**config.mk**
```make
export PLATFORM = sky130hd
export DESIGN_NAME = sqt_tap
export DESIGN_NICKNAME = d
export VERILOG_FILES = /design/src/sqt_pkg.sv /design/src/sqt_sync.sv /design/src/sqt_tap.sv
export SDC_FILE = /design/constraint.sdc
export NUM_CORES = 1
export LEC_CHECK = 0
export ABC_CLOCK_PERIOD_IN_PS = 2950
export BUFFER_PORTS_ARGS = -buffer_cell sky130_fd_sc_hd__clkbuf_2
export CAP_MARGIN = 25
export CORE_ASPECT_RATIO = 0.5
export CORE_MARGIN = 2
export CORE_UTILIZATION = 53
export CTS_CLUSTER_SIZE = 24
export DETAILED_ROUTE_END_ITERATION = 6
export GPL_TIMING_DRIVEN = 1
export PLACE_DENSITY = 0.69
export SYNTH_ARGS = -nofsm -noshare
export SYNTH_HDL_FRONTEND = slang
export SYNTH_SLANG_ARGS = --single-unit
```
**constraint.sdc**
```tcl
create_clock -name core_clk_i -period 2.95 [get_ports core_clk_i]
set_input_delay 0.295 -clock core_clk_i [delete_from_list [all_inputs] [get_ports core_clk_i]]
set_output_delay 0.295 -clock core_clk_i [all_outputs]
set_load 0.01 [all_outputs]
```
**src/sqt_pkg.sv**
```systemverilog
// package: constants, states and carrier types of the memory boundary-scan port
package sqt_pkg;

	// instruction register width and codes
	localparam int          IR_W          = 3;
	localparam logic [2:0]  INS_EXT_TEST  = 3'h0;
	localparam logic [2:0]  INS_IDENT     = 3'h1;
	localparam logic [2:0]  INS_SAMPLE_Z  = 3'h2;
	localparam logic [2:0]  INS_PRIV_A    = 3'h3;
	localparam logic [2:0]  INS_SAMPLE_PL = 3'h4;
	localparam logic [2:0]  INS_PRIV_B    = 3'h5;
	localparam logic [2:0]  INS_PRIV_C    = 3'h6;
	localparam logic [2:0]  INS_BYPASS    = 3'h7;

	// capture pattern for the instruction shift stage (low two bits 01)
	localparam logic [2:0]  IR_CAPTURE    = 3'h1;

	// identification register layout
	localparam int          ID_W          = 32;
	localparam int          ID_MFR_LSB    = 1;
	localparam int          ID_MFR_W      = 11;
	localparam int          ID_MODEL_LSB  = 12;
	localparam int          ID_MODEL_W    = 20;
	localparam logic        ID_PRESENCE   = 1'b1;

	// synchroniser depth for inputs from the test-clock domain
	localparam int          SYNC_DEPTH    = 3;

	// tap controller states, one-hot
	typedef enum logic [15:0] {
		ST_RESET   = 16'h0001,
		ST_IDLE    = 16'h0002,
		ST_SEL_DR  = 16'h0004,
		ST_CAP_DR  = 16'h0008,
		ST_SH_DR   = 16'h0010,
		ST_EX1_DR  = 16'h0020,
		ST_PAU_DR  = 16'h0040,
		ST_EX2_DR  = 16'h0080,
		ST_UPD_DR  = 16'h0100,
		ST_SEL_IR  = 16'h0200,
		ST_CAP_IR  = 16'h0400,
		ST_SH_IR   = 16'h0800,
		ST_EX1_IR  = 16'h1000,
		ST_PAU_IR  = 16'h2000,
		ST_EX2_IR  = 16'h4000,
		ST_UPD_IR  = 16'h8000
	} sqt_state_t;

	// test port pins as seen at the device
	typedef struct packed {
		logic tck;
		logic tms;
		logic tdi;
	} sqt_pins_t;

	// reset value of the filtered pins: undriven pins read as one
	localparam sqt_pins_t   PINS_IDLE     = '{tck: 1'b1, tms: 1'b1, tdi: 1'b1};

endpackage

```
**src/sqt_sync.sv**
```systemverilog
// three-stage synchroniser with agreement filter for asynchronous pins
module sqt_sync #(
	parameter int               W     = 3,
	parameter logic [W-1:0]     INIT  = '1
) (
	// clock and reset
	input  wire logic           core_clk_i,
	input  wire logic           arst_n_i,
	// raw and filtered levels
	input  wire logic [W-1:0]   raw_i,
	output logic      [W-1:0]   level_o
);

	logic [W-1:0] st1_reg;
	logic [W-1:0] st2_reg;
	logic [W-1:0] st3_reg;
	logic [W-1:0] level_reg;
	logic [W-1:0] level_next;

	////////////////////////////////////////////////////////////////////////////
	// a bit moves only when stages two and three agree; stage one feeds stage two only
	assign level_next = (st2_reg & ~(st2_reg ^ st3_reg)) | (level_reg & (st2_reg ^ st3_reg));

	// chain of flops, reset to the idle pin level
	always_ff @(posedge core_clk_i or negedge arst_n_i)
	begin
		if (!arst_n_i)
		begin
			st1_reg   <= INIT;
			st2_reg   <= INIT;
			st3_reg   <= INIT;
			level_reg <= INIT;
		end
		else
		begin
			st1_reg   <= raw_i;
			st2_reg   <= st1_reg;
			st3_reg   <= st2_reg;
			level_reg <= level_next;
		end
	end

	assign level_o = level_reg;

endmodule // sqt_sync

```
**src/sqt_tap.sv**
```systemverilog
// boundary-scan test access port of the memory: controller, instruction and data registers
//
// Function
// - capture-ir loads 01 into the two lowest instruction bits
// - shift-ir shifts instruction in from data input, old contents out
// - new instruction becomes active only at update-ir
// - code 000 puts boundary register in the serial path (external test)
// - code 010 captures pads, shifts boundary register, floats memory outputs
// - code 100 copies input and io pad levels into boundary register at capture-dr
// - code 111 puts the one-bit bypass register in the serial path
// - code 001 loads identification constant at capture-dr and shifts it
// - identification instruction active after power-up and test-logic-reset
// - unpinned boundary cells capture their fixed default
// - sample/preload connects boundary register during shift-dr
// - external test never isolates the memory core from its inputs
// - external test drives boundary contents onto outputs on falling clock in update-ir
// - external test captures pads plus unpinned defaults at rising clock in capture-dr
// - mode select high for five rising clocks reaches test-logic-reset
// - inputs sampled on rising test clock, data output changes on falling
// - instruction register is three bits wide
// - undriven mode select or data input reads as one
module sqt_tap #(
	parameter int                     BSR_W      = 8,
	parameter logic [BSR_W-1:0]       PINNED     = 8'h3f,
	parameter logic [BSR_W-1:0]       BSR_DEFLT  = 8'hc0,
	// arbitrary neutral identity values
	parameter logic [sqt_pkg::ID_MFR_W-1:0]   ID_MFR   = 11'h2a5,
	parameter logic [sqt_pkg::ID_MODEL_W-1:0] ID_MODEL = 20'h00001
) (
	// clock and reset
	input  wire logic                 core_clk_i,
	input  wire logic                 arst_n_i,
	// test port pins
	input  wire sqt_pkg::sqt_pins_t   jtag_i,
	output logic                      tdo_o,
	output logic                      tdo_oe_n_o,
	// memory pad ring
	input  wire logic [BSR_W-1:0]     pad_i,
	output logic      [BSR_W-1:0]     scan_out_o,
	output logic                      scan_drive_o,
	output logic                      out_hiz_o
);

	sqt_pkg::sqt_pins_t   pins;
	sqt_pkg::sqt_state_t  state_reg;
	sqt_pkg::sqt_state_t  state_next;
	logic                 tck_prev_reg;
	logic [2:0]           ir_sh_reg;
	logic [2:0]           ir_reg;
	logic [BSR_W-1:0]     bsr_reg;
	logic [BSR_W-1:0]     bsr_upd_reg;
	logic [sqt_pkg::ID_W-1:0] id_reg;
	logic                 byp_reg;
	logic                 tdo_reg;
	logic                 tdo_oe_n_reg;

	////////////////////////////////////////////////////////////////////////////
	// pins cross into the core clock; idle level is one, as with the pad pull-ups
	sqt_sync #(
		.W     (3),
		.INIT  (sqt_pkg::PINS_IDLE)
	) u_sync (
		.core_clk_i (core_clk_i),
		.arst_n_i   (arst_n_i),
		.raw_i      (jtag_i),
		.level_o    (pins)
	);

	////////////////////////////////////////////////////////////////////////////
	// test clock edges and instruction decode
	wire tck_rise  = pins.tck & ~tck_prev_reg;
	wire tck_fall  = ~pins.tck & tck_prev_reg;
	wire sel_bsr   = (ir_reg == sqt_pkg::INS_EXT_TEST) | (ir_reg == sqt_pkg::INS_SAMPLE_Z)
	               | (ir_reg == sqt_pkg::INS_SAMPLE_PL);
	wire sel_id    = (ir_reg == sqt_pkg::INS_IDENT);
	// every other code, the private ones included, falls to bypass
	wire sel_byp   = ~sel_bsr & ~sel_id;
	// unpinned cells take their default instead of a pad level
	wire [BSR_W-1:0] bsr_cap = (pad_i & PINNED) | (BSR_DEFLT & ~PINNED);
	wire [sqt_pkg::ID_W-1:0] id_word =
		{ID_MODEL, ID_MFR, sqt_pkg::ID_PRESENCE};
	wire dr_lsb    = sel_bsr ? bsr_reg[0] : (sel_id ? id_reg[0] : byp_reg);
	wire ir_is_ext = (ir_sh_reg == sqt_pkg::INS_EXT_TEST);

	////////////////////////////////////////////////////////////////////////////
	// controller next state on mode select; five highs from anywhere reach reset
	always_comb
	begin
		state_next = state_reg;
		unique case (state_reg)
			sqt_pkg::ST_RESET:  state_next = pins.tms ? sqt_pkg::ST_RESET  : sqt_pkg::ST_IDLE;
			sqt_pkg::ST_IDLE:   state_next = pins.tms ? sqt_pkg::ST_SEL_DR : sqt_pkg::ST_IDLE;
			sqt_pkg::ST_SEL_DR: state_next = pins.tms ? sqt_pkg::ST_SEL_IR : sqt_pkg::ST_CAP_DR;
			sqt_pkg::ST_CAP_DR: state_next = pins.tms ? sqt_pkg::ST_EX1_DR : sqt_pkg::ST_SH_DR;
			sqt_pkg::ST_SH_DR:  state_next = pins.tms ? sqt_pkg::ST_EX1_DR : sqt_pkg::ST_SH_DR;
			sqt_pkg::ST_EX1_DR: state_next = pins.tms ? sqt_pkg::ST_UPD_DR : sqt_pkg::ST_PAU_DR;
			sqt_pkg::ST_PAU_DR: state_next = pins.tms ? sqt_pkg::ST_EX2_DR : sqt_pkg::ST_PAU_DR;
			sqt_pkg::ST_EX2_DR: state_next = pins.tms ? sqt_pkg::ST_UPD_DR : sqt_pkg::ST_SH_DR;
			sqt_pkg::ST_UPD_DR: state_next = pins.tms ? sqt_pkg::ST_SEL_DR : sqt_pkg::ST_IDLE;
			sqt_pkg::ST_SEL_IR: state_next = pins.tms ? sqt_pkg::ST_RESET  : sqt_pkg::ST_CAP_IR;
			sqt_pkg::ST_CAP_IR: state_next = pins.tms ? sqt_pkg::ST_EX1_IR : sqt_pkg::ST_SH_IR;
			sqt_pkg::ST_SH_IR:  state_next = pins.tms ? sqt_pkg::ST_EX1_IR : sqt_pkg::ST_SH_IR;
			sqt_pkg::ST_EX1_IR: state_next = pins.tms ? sqt_pkg::ST_UPD_IR : sqt_pkg::ST_PAU_IR;
			sqt_pkg::ST_PAU_IR: state_next = pins.tms ? sqt_pkg::ST_EX2_IR : sqt_pkg::ST_PAU_IR;
			sqt_pkg::ST_EX2_IR: state_next = pins.tms ? sqt_pkg::ST_UPD_IR : sqt_pkg::ST_SH_IR;
			sqt_pkg::ST_UPD_IR: state_next = pins.tms ? sqt_pkg::ST_SEL_DR : sqt_pkg::ST_IDLE;
			default:            state_next = sqt_pkg::ST_RESET;
		endcase
	end

	////////////////////////////////////////////////////////////////////////////
	// controller state, stepped on rising test clock; power-up lands in reset
	always_ff @(posedge core_clk_i or negedge arst_n_i)
	begin
		if (!arst_n_i)
		begin
			state_reg    <= sqt_pkg::ST_RESET;
			tck_prev_reg <= 1'b1;
		end
		else
		begin
			tck_prev_reg <= pins.tck;
			if (tck_rise)
				state_reg <= state_next;
		end
	end

	////////////////////////////////////////////////////////////////////////////
	// instruction shift stage and active instruction; the active code only moves on a
	// falling test clock, the reset in test-logic-reset too, so modes never move mid-cycle
	always_ff @(posedge core_clk_i or negedge arst_n_i)
	begin
		if (!arst_n_i)
		begin
			ir_sh_reg <= sqt_pkg::IR_CAPTURE;
			ir_reg    <= sqt_pkg::INS_IDENT;
		end
		else if (tck_rise)
		begin
			if (state_reg == sqt_pkg::ST_CAP_IR)
				ir_sh_reg <= sqt_pkg::IR_CAPTURE;
			if (state_reg == sqt_pkg::ST_SH_IR)
				ir_sh_reg <= {pins.tdi, ir_sh_reg[2:1]};
		end
		else if (tck_fall)
		begin
			if (state_reg == sqt_pkg::ST_RESET)
				ir_reg <= sqt_pkg::INS_IDENT;
			if (state_reg == sqt_pkg::ST_UPD_IR)
				ir_reg <= ir_sh_reg;
		end
	end

	////////////////////////////////////////////////////////////////////////////
	// data registers: capture and shift on rising test clock for the selected one
	// pad capture is only repeatable if the memory inputs are held still meanwhile
	always_ff @(posedge core_clk_i or negedge arst_n_i)
	begin
		if (!arst_n_i)
		begin
			bsr_reg <= BSR_DEFLT;
			id_reg  <= '0;
			byp_reg <= 1'b0;
		end
		else if (tck_rise)
		begin
			if (state_reg == sqt_pkg::ST_CAP_DR)
			begin
				if (sel_bsr)
					bsr_reg <= bsr_cap;
				if (sel_id)
					id_reg <= id_word;
				if (sel_byp)
					byp_reg <= 1'b0;
			end
			if (state_reg == sqt_pkg::ST_SH_DR)
			begin
				if (sel_bsr)
					bsr_reg <= {pins.tdi, bsr_reg[BSR_W-1:1]};
				if (sel_id)
					id_reg <= {pins.tdi, id_reg[sqt_pkg::ID_W-1:1]};
				if (sel_byp)
					byp_reg <= pins.tdi;
			end
		end
	end

	////////////////////////////////////////////////////////////////////////////
	// parallel output stage: loaded on the falling clock in update-ir when external
	// test is going active, and in update-dr while external test is active
	always_ff @(posedge core_clk_i or negedge arst_n_i)
	begin
		if (!arst_n_i)
			bsr_upd_reg <= BSR_DEFLT;
		else if (tck_fall && state_reg == sqt_pkg::ST_UPD_IR && ir_is_ext)
			bsr_upd_reg <= bsr_reg;
		else if (tck_fall && state_reg == sqt_pkg::ST_UPD_DR
		         && ir_reg == sqt_pkg::INS_EXT_TEST)
			bsr_upd_reg <= bsr_reg;
	end

	////////////////////////////////////////////////////////////////////////////
	// serial output changes on the falling test clock only, driven in shift states
	always_ff @(posedge core_clk_i or negedge arst_n_i)
	begin
		if (!arst_n_i)
		begin
			tdo_reg      <= 1'b1;
			tdo_oe_n_reg <= 1'b1;
		end
		else if (tck_fall)
		begin
			if (state_reg == sqt_pkg::ST_SH_IR)
			begin
				tdo_reg      <= ir_sh_reg[0];
				tdo_oe_n_reg <= 1'b0;
			end
			else if (state_reg == sqt_pkg::ST_SH_DR)
			begin
				tdo_reg      <= dr_lsb;
				tdo_oe_n_reg <= 1'b0;
			end
			else
				tdo_oe_n_reg <= 1'b1;
		end
	end

	////////////////////////////////////////////////////////////////////////////
	// outputs; no core isolation output exists, the core keeps seeing its pins
	assign tdo_o        = tdo_reg;
	assign tdo_oe_n_o   = tdo_oe_n_reg;
	assign scan_out_o   = bsr_upd_reg;
	assign scan_drive_o = (ir_reg == sqt_pkg::INS_EXT_TEST);
	assign out_hiz_o    = (ir_reg == sqt_pkg::INS_SAMPLE_Z);

endmodule // sqt_tap

```
### Word-level counts from Yosys, hierarchy flattened

Index checks and enable logic that the tools add are counted.

* flip-flop bits (word level): 86
* output and inout bits: 12
* logic and storage cells: 101

* eq/ne operators: 19
* multiplexer cells: 37
* reduce and logical (&&, ||, !) cells: 16
* bitwise gates (word level): 15

Operators by type and width (count)
* 16-bit case mux with 12 select lines: 1
* 32-bit two-way mux: 4
* 8-bit two-way mux: 7
* 16-bit two-way mux: 2
* 9-bit two-way mux: 2
* 16-bit by 1-bit equality test with 1-bit output, second input constant: 1
* 16-bit by 10-bit equality test with 1-bit output, second input constant: 1
* 16-bit by 11-bit equality test with 1-bit output, second input constant: 1
* 16-bit by 12-bit equality test with 1-bit output, second input constant: 1
* 16-bit by 13-bit equality test with 1-bit output, second input constant: 1
* 16-bit by 14-bit equality test with 1-bit output, second input constant: 1
* 16-bit by 15-bit equality test with 1-bit output, second input constant: 1
* 16-bit equality test, second input constant: 1
* 16-bit by 2-bit equality test with 1-bit output, second input constant: 1
* 16-bit by 3-bit equality test with 1-bit output, second input constant: 1
* 16-bit by 4-bit equality test with 1-bit output, second input constant: 1
* 16-bit by 5-bit equality test with 1-bit output, second input constant: 1
* 16-bit by 6-bit equality test with 1-bit output, second input constant: 1
* 16-bit by 7-bit equality test with 1-bit output, second input constant: 1
* 16-bit by 8-bit equality test with 1-bit output, second input constant: 1
* 16-bit by 9-bit equality test with 1-bit output, second input constant: 1
* 15-bit two-way mux: 1
* 3-bit two-way mux: 5
* 13-bit two-way mux: 1
* 22 further kinds: 48

### Longest topological paths before layout

* word-level depth: 9
* gate-level depth with buffers: 9

### By module

Synthesis repeated with hierarchy kept, for this count alone.

* cell total of the unflattened synthesis: 338
* area, all modules: 3926.3 um2

By module, submodules not included
* sqt_tap: times used 1, seq. area each 1864.3 um2, cells each 323, area each 3577.2 um2
* sqt_sync: times used 1, seq. area each 315.3 um2, cells each 15, area each 349.1 um2

### Worst setup path after synthesis

Ideal clock, no wire load.

* path type: reg2reg
* start: register state_reg[12]
* end: register id_reg[22] in the netlist's numbering
* stages on the path, launching flop included: 10
* buffers on the path: 4
* slack: 0.842 ns
* arrival time: 1.987 ns
* clock period less this slack: 2.108 ns
* path through: dfrtp_1 > buf_6 > or4_4 > buf_6 > nor2_8 > nand2_4 > or2_1 > buf_6 > buf_8 > a22o_1

* cells in the longest elaborated chain, start to end: 4
* elaborated cells on any way between the ends: 5
* those cells by class: eq/ne (2); mux (3)

RTL lines
* start, declared: RTL line sqt_tap.sv:45 `sqt_pkg::sqt_state_t state_reg;`
* start signal, assigned: RTL line sqt_tap.sv:117 `state_reg <= sqt_pkg::ST_RESET;`
* start signal, assigned: RTL line sqt_tap.sv:124 `state_reg <= state_next;`
* 16-bit by 4-bit equality test with 1-bit output: RTL line sqt_tap.sv:167 `if (state_reg == sqt_pkg::ST_CAP_DR)`
* 32-bit two-way mux: RTL line sqt_tap.sv:167
* 32-bit two-way mux: RTL line sqt_tap.sv:180 `if (sel_id)`
* 32-bit two-way mux (*): RTL line sqt_tap.sv:176 `if (state_reg == sqt_pkg::ST_SH_DR)`
* end signal, assigned: RTL line sqt_tap.sv:172 `id_reg <= id_word;`
* end signal, assigned: RTL line sqt_tap.sv:181 `id_reg <= {pins.tdi, id_reg[sqt_pkg::ID_W-1:1]};`
* end, declared: RTL line sqt_tap.sv:52 `logic [sqt_pkg::ID_W-1:0] id_reg;`

Mark *: on every way between the ends. The rest lies on a longest branch, timed or not.
A chain may end at the register's enable or synchronous reset.

### Worst setup path in the final report

* start: register state_reg[10]
* end: register id_reg[4] in the netlist's numbering

The elaborated chain is that of the path after synthesis.

==> out/qor.txt <==
worst-path maximum fanout = 25
placed instance count = 418
drt total wl = 7.54 mm
worst-case clock buffer depth = 2
Setup CP Type = reg2reg
Max Cap Viol = 0
final net count = 348
Synth Net Count = 332
Final Worst Setup Slack = 0.416 ns
CTS tree = done
status = finished, final reports clean
Routed Antenna Nets = 0
Starting Density = 0.541
Post-Route Setup TNS = 0 ns
XOR/XNOR Fraction of Synth Area = 0.0134
met2 Track Usage GR = 0.316
met1 track demand over resource = 0.286
CTS sink cnt = 86
Clk pwr share = 0.387
Initial DRC Count = 206
FMAX = 395 MHz
part of the Yosys area used for sequential elements = 0.555
routability cong. = 0.913
fin area = 4360 µm²
later-pin clock latency in the skew report = 0.33 ns
Crit path required time = 3.17 ns
Via Count = 2609
Post-CTS Resized = 0
CP arrival = 2.76 ns
post-synthesis compound-gate area fraction = 0.175
Clk Tree Root Cell = clkbuf_16
Die Width = 126 µm
post-synth top area cell = dfrtp_1
WL/cell = 17.3 µm
sw frac = 0.264
fin crit period = 2.53 ns
FILL cells = 586
simple-gate area share of the yosys netlist = 0.171
top post-synthesis cells by area = dfrtp_1 (41%), dfstp_2 (15%), a22o_1 (6.0%)
Non-Filler Instances = 436
share of cells above drive strength 1 = 0.282
mux contribution to synthesized area = 0.0306
Yosys warnings = 0
Comb pwr share = 0.145
Netlist cell types = 54
vias in the first global route = 2650
IO Count = 25
Post-DP Area = 4020 µm²
TritonCTS Buffers = 9
full die area = 8160 µm²
Peak VDD IR = 0.468 mV
Max transition margin = 0.444
largest net degree at the start of global routing = 87
P_int = 0.00215 W
Die Span Y = 64.9 µm
Antenna Cells = 0
Avg Cell Area, Syn = 12.3 µm²
Core ar. = 7270 µm²
H-tree depth = 3
crit end category = flip-flop
total setup buffers inserted after CTS = 0
DR vias/cell = 5.98
Post-synth EDFFs = 0
Final Cycle Share = 0.859
PwrDens = 669 nW/µm²
ys flop type = dfrtp_1
CP Launch Type = flip-flop
main combinational cell family by area after synthesis = compound AO/OA/AOI/OAI gates
# rows = 22
first-pass GRT wire length = 13.2 mm
Final Setup Violations = 0
P_sw = 0.000769 W
Cell Area, Synth = 3930 µm²
CTS Hold Bufs = 0
clock skew = 0.00309 ns
Slew @ Worst Pin = 0.834 ns
GRT overflow = 0
pre-CTS WS = 0.436 ns
register bit count reported by yosys = 86
Syn Inst Count = 319
max FFs per register = 32
final hold vios = 0
grt met3 use = 0.0528
first-pass iteration count of the detailed router = 5
fraction of registers with async set/reset = 1.00
worst min path class = in2reg
sequential fraction of design power = 0.468
total power = 0.00291 W
Detail Placement HPWL = 5.01 mm
top cell type's share of synthesized area = 0.408
Max Slew Vio Count = 0
Synth Area in Adders = 0.0102
area grow syn2layout = 10.9%
initial antenna violation count = 0
RSZ-0062 raised after global routing = no
Lkg Pwr = 1.94 nW
# DRC = 0
Worst-path clk slew = 0.06 ns
PortBufs = 22
Top Usage Layer GRT = met2
GRT Total Usage = 0.207
-- layout by cell type, fill, tap and decap left out, types with 3 or more instances in the layout --
| master | count |
|---|---|
| nor3b_1 | 3 |
| maj3_1 | 4 |
| nor2b_1 | 4 |
| clkbuf_2 | 21 |
| o22a_1 | 9 |
| a22o_1 | 27 |
| or3_1 | 6 |
| clkbuf_16 | 9 |
| nand2_1 | 25 |
| buf_4 | 4 |
| o221a_2 | 6 |
| nor4_1 | 4 |
| o21ai_0 | 17 |
| dfrtp_1 | 64 |
| or4_1 | 3 |
| nand3_1 | 7 |
| nor4b_1 | 8 |
| nor2_1 | 12 |
| a22o_2 | 6 |
| nor4_2 | 3 |
| xor2_1 | 4 |
| mux2_4 | 8 |
| nand2b_1 | 4 |
| a21oi_1 | 4 |
| a22oi_1 | 3 |
| a21o_1 | 3 |
| dfstp_2 | 22 |
| nor3_1 | 5 |
| nand4_1 | 5 |
-- power by group through the flow --
stage / sequential, W / combinational [W] / clock (W)
6_report: 0.00137 / 0.000422 / 0.00113
5_1_grt: 0.00138 / 0.000478 / 0.00121
3_5_place_dp: 0.00139 / 0.000413 / 0
3_3_place_gp: 0.00138 / 0.000405 / 0
4_1_cts: 0.00137 / 0.000416 / 0.00116
2_1_floorplan: 0.00135 / 0.000343 / 0
-- cell usage after synthesis (5+ instances only) --
cell,number
nor3_1,5
a22o_2,6
dfstp_2,22
clkbuf_1,8
o22a_1,9
buf_6,5
nand4_1,5
nand2_1,25
nor2_1,12
dfrtp_1,64
mux2_4,8
o221a_2,6
nor4b_1,8
or3_1,6
nand3_1,7
o21ai_0,17
a22o_1,27
-- final cells by class --
| class | count | area (µm²) | area share |
|---|---|---|---|
| clock inverters | 5 | 60.1 | 0.0138 |
| repair buffers | 27 | 173 | 0.0396 |
| clock buffers | 11 | 243 | 0.0557 |
| inverters | 2 | 7.51 | 0.00172 |
| well taps | 96 | 120 | 0.0276 |
| flip-flops and latches | 86 | 2180 | 0.500 |
| multi-input cells | 209 | 1580 | 0.361 |
-- stage by stage --
step / hold WS, ns / utilization
floorplan: -0.000591 / -
global placement: 0.346 / 0.553
detailed placement: 0.349 / 0.553
CTS: 0.0227 / 0.595
global route: 0.0200 / 0.600
finish: 0.0376 / 0.600
-- worst max-delay path, stage by stage (launching register included) --
cell and delay, ns:
dfrtp_1 0.55, or4_1 0.67, nor2_8 0.18, nand2_4 0.08
or2_1 0.54, a22o_2 0.39
-- cell families after synthesis --
logic type / count (synthesis)
adder cells (fa/ha/maj): 4
XOR/XNOR: 6
AO/OA/AOI/OAI: 86
multiplexers: 8
buffers and inverters: 24
AND/OR/NAND/NOR: 105
flip-flops: 86
-- routing by layer --
metal / routed length [µm] / vias up
met5: 0 / -
met4: 128 / 0
met3: 265 / 11
met2: 3530 / 38
met1: 3610 / 1323
li1: - / 1237
-- final timing paths --
check	end	depth (start not counted)	slack, ns	startpoint
worst max-delay path	id_reg[4]	5	0.42	state_reg[10]
worst min-delay path	u_sync.st1_reg[1]	1	0.04	jtag_i[1]
worst max register to register	id_reg[4]	5	0.42	state_reg[10]
worst min register to register	u_sync.st2_reg[0]	0	0.36	u_sync.st1_reg[0]
max in group asynchronous	state_reg[0]	3	1.82	arst_n_i
min in group asynchronous	id_reg[23]	2	0.47	arst_n_i
(Power assumes the default switching activity.)
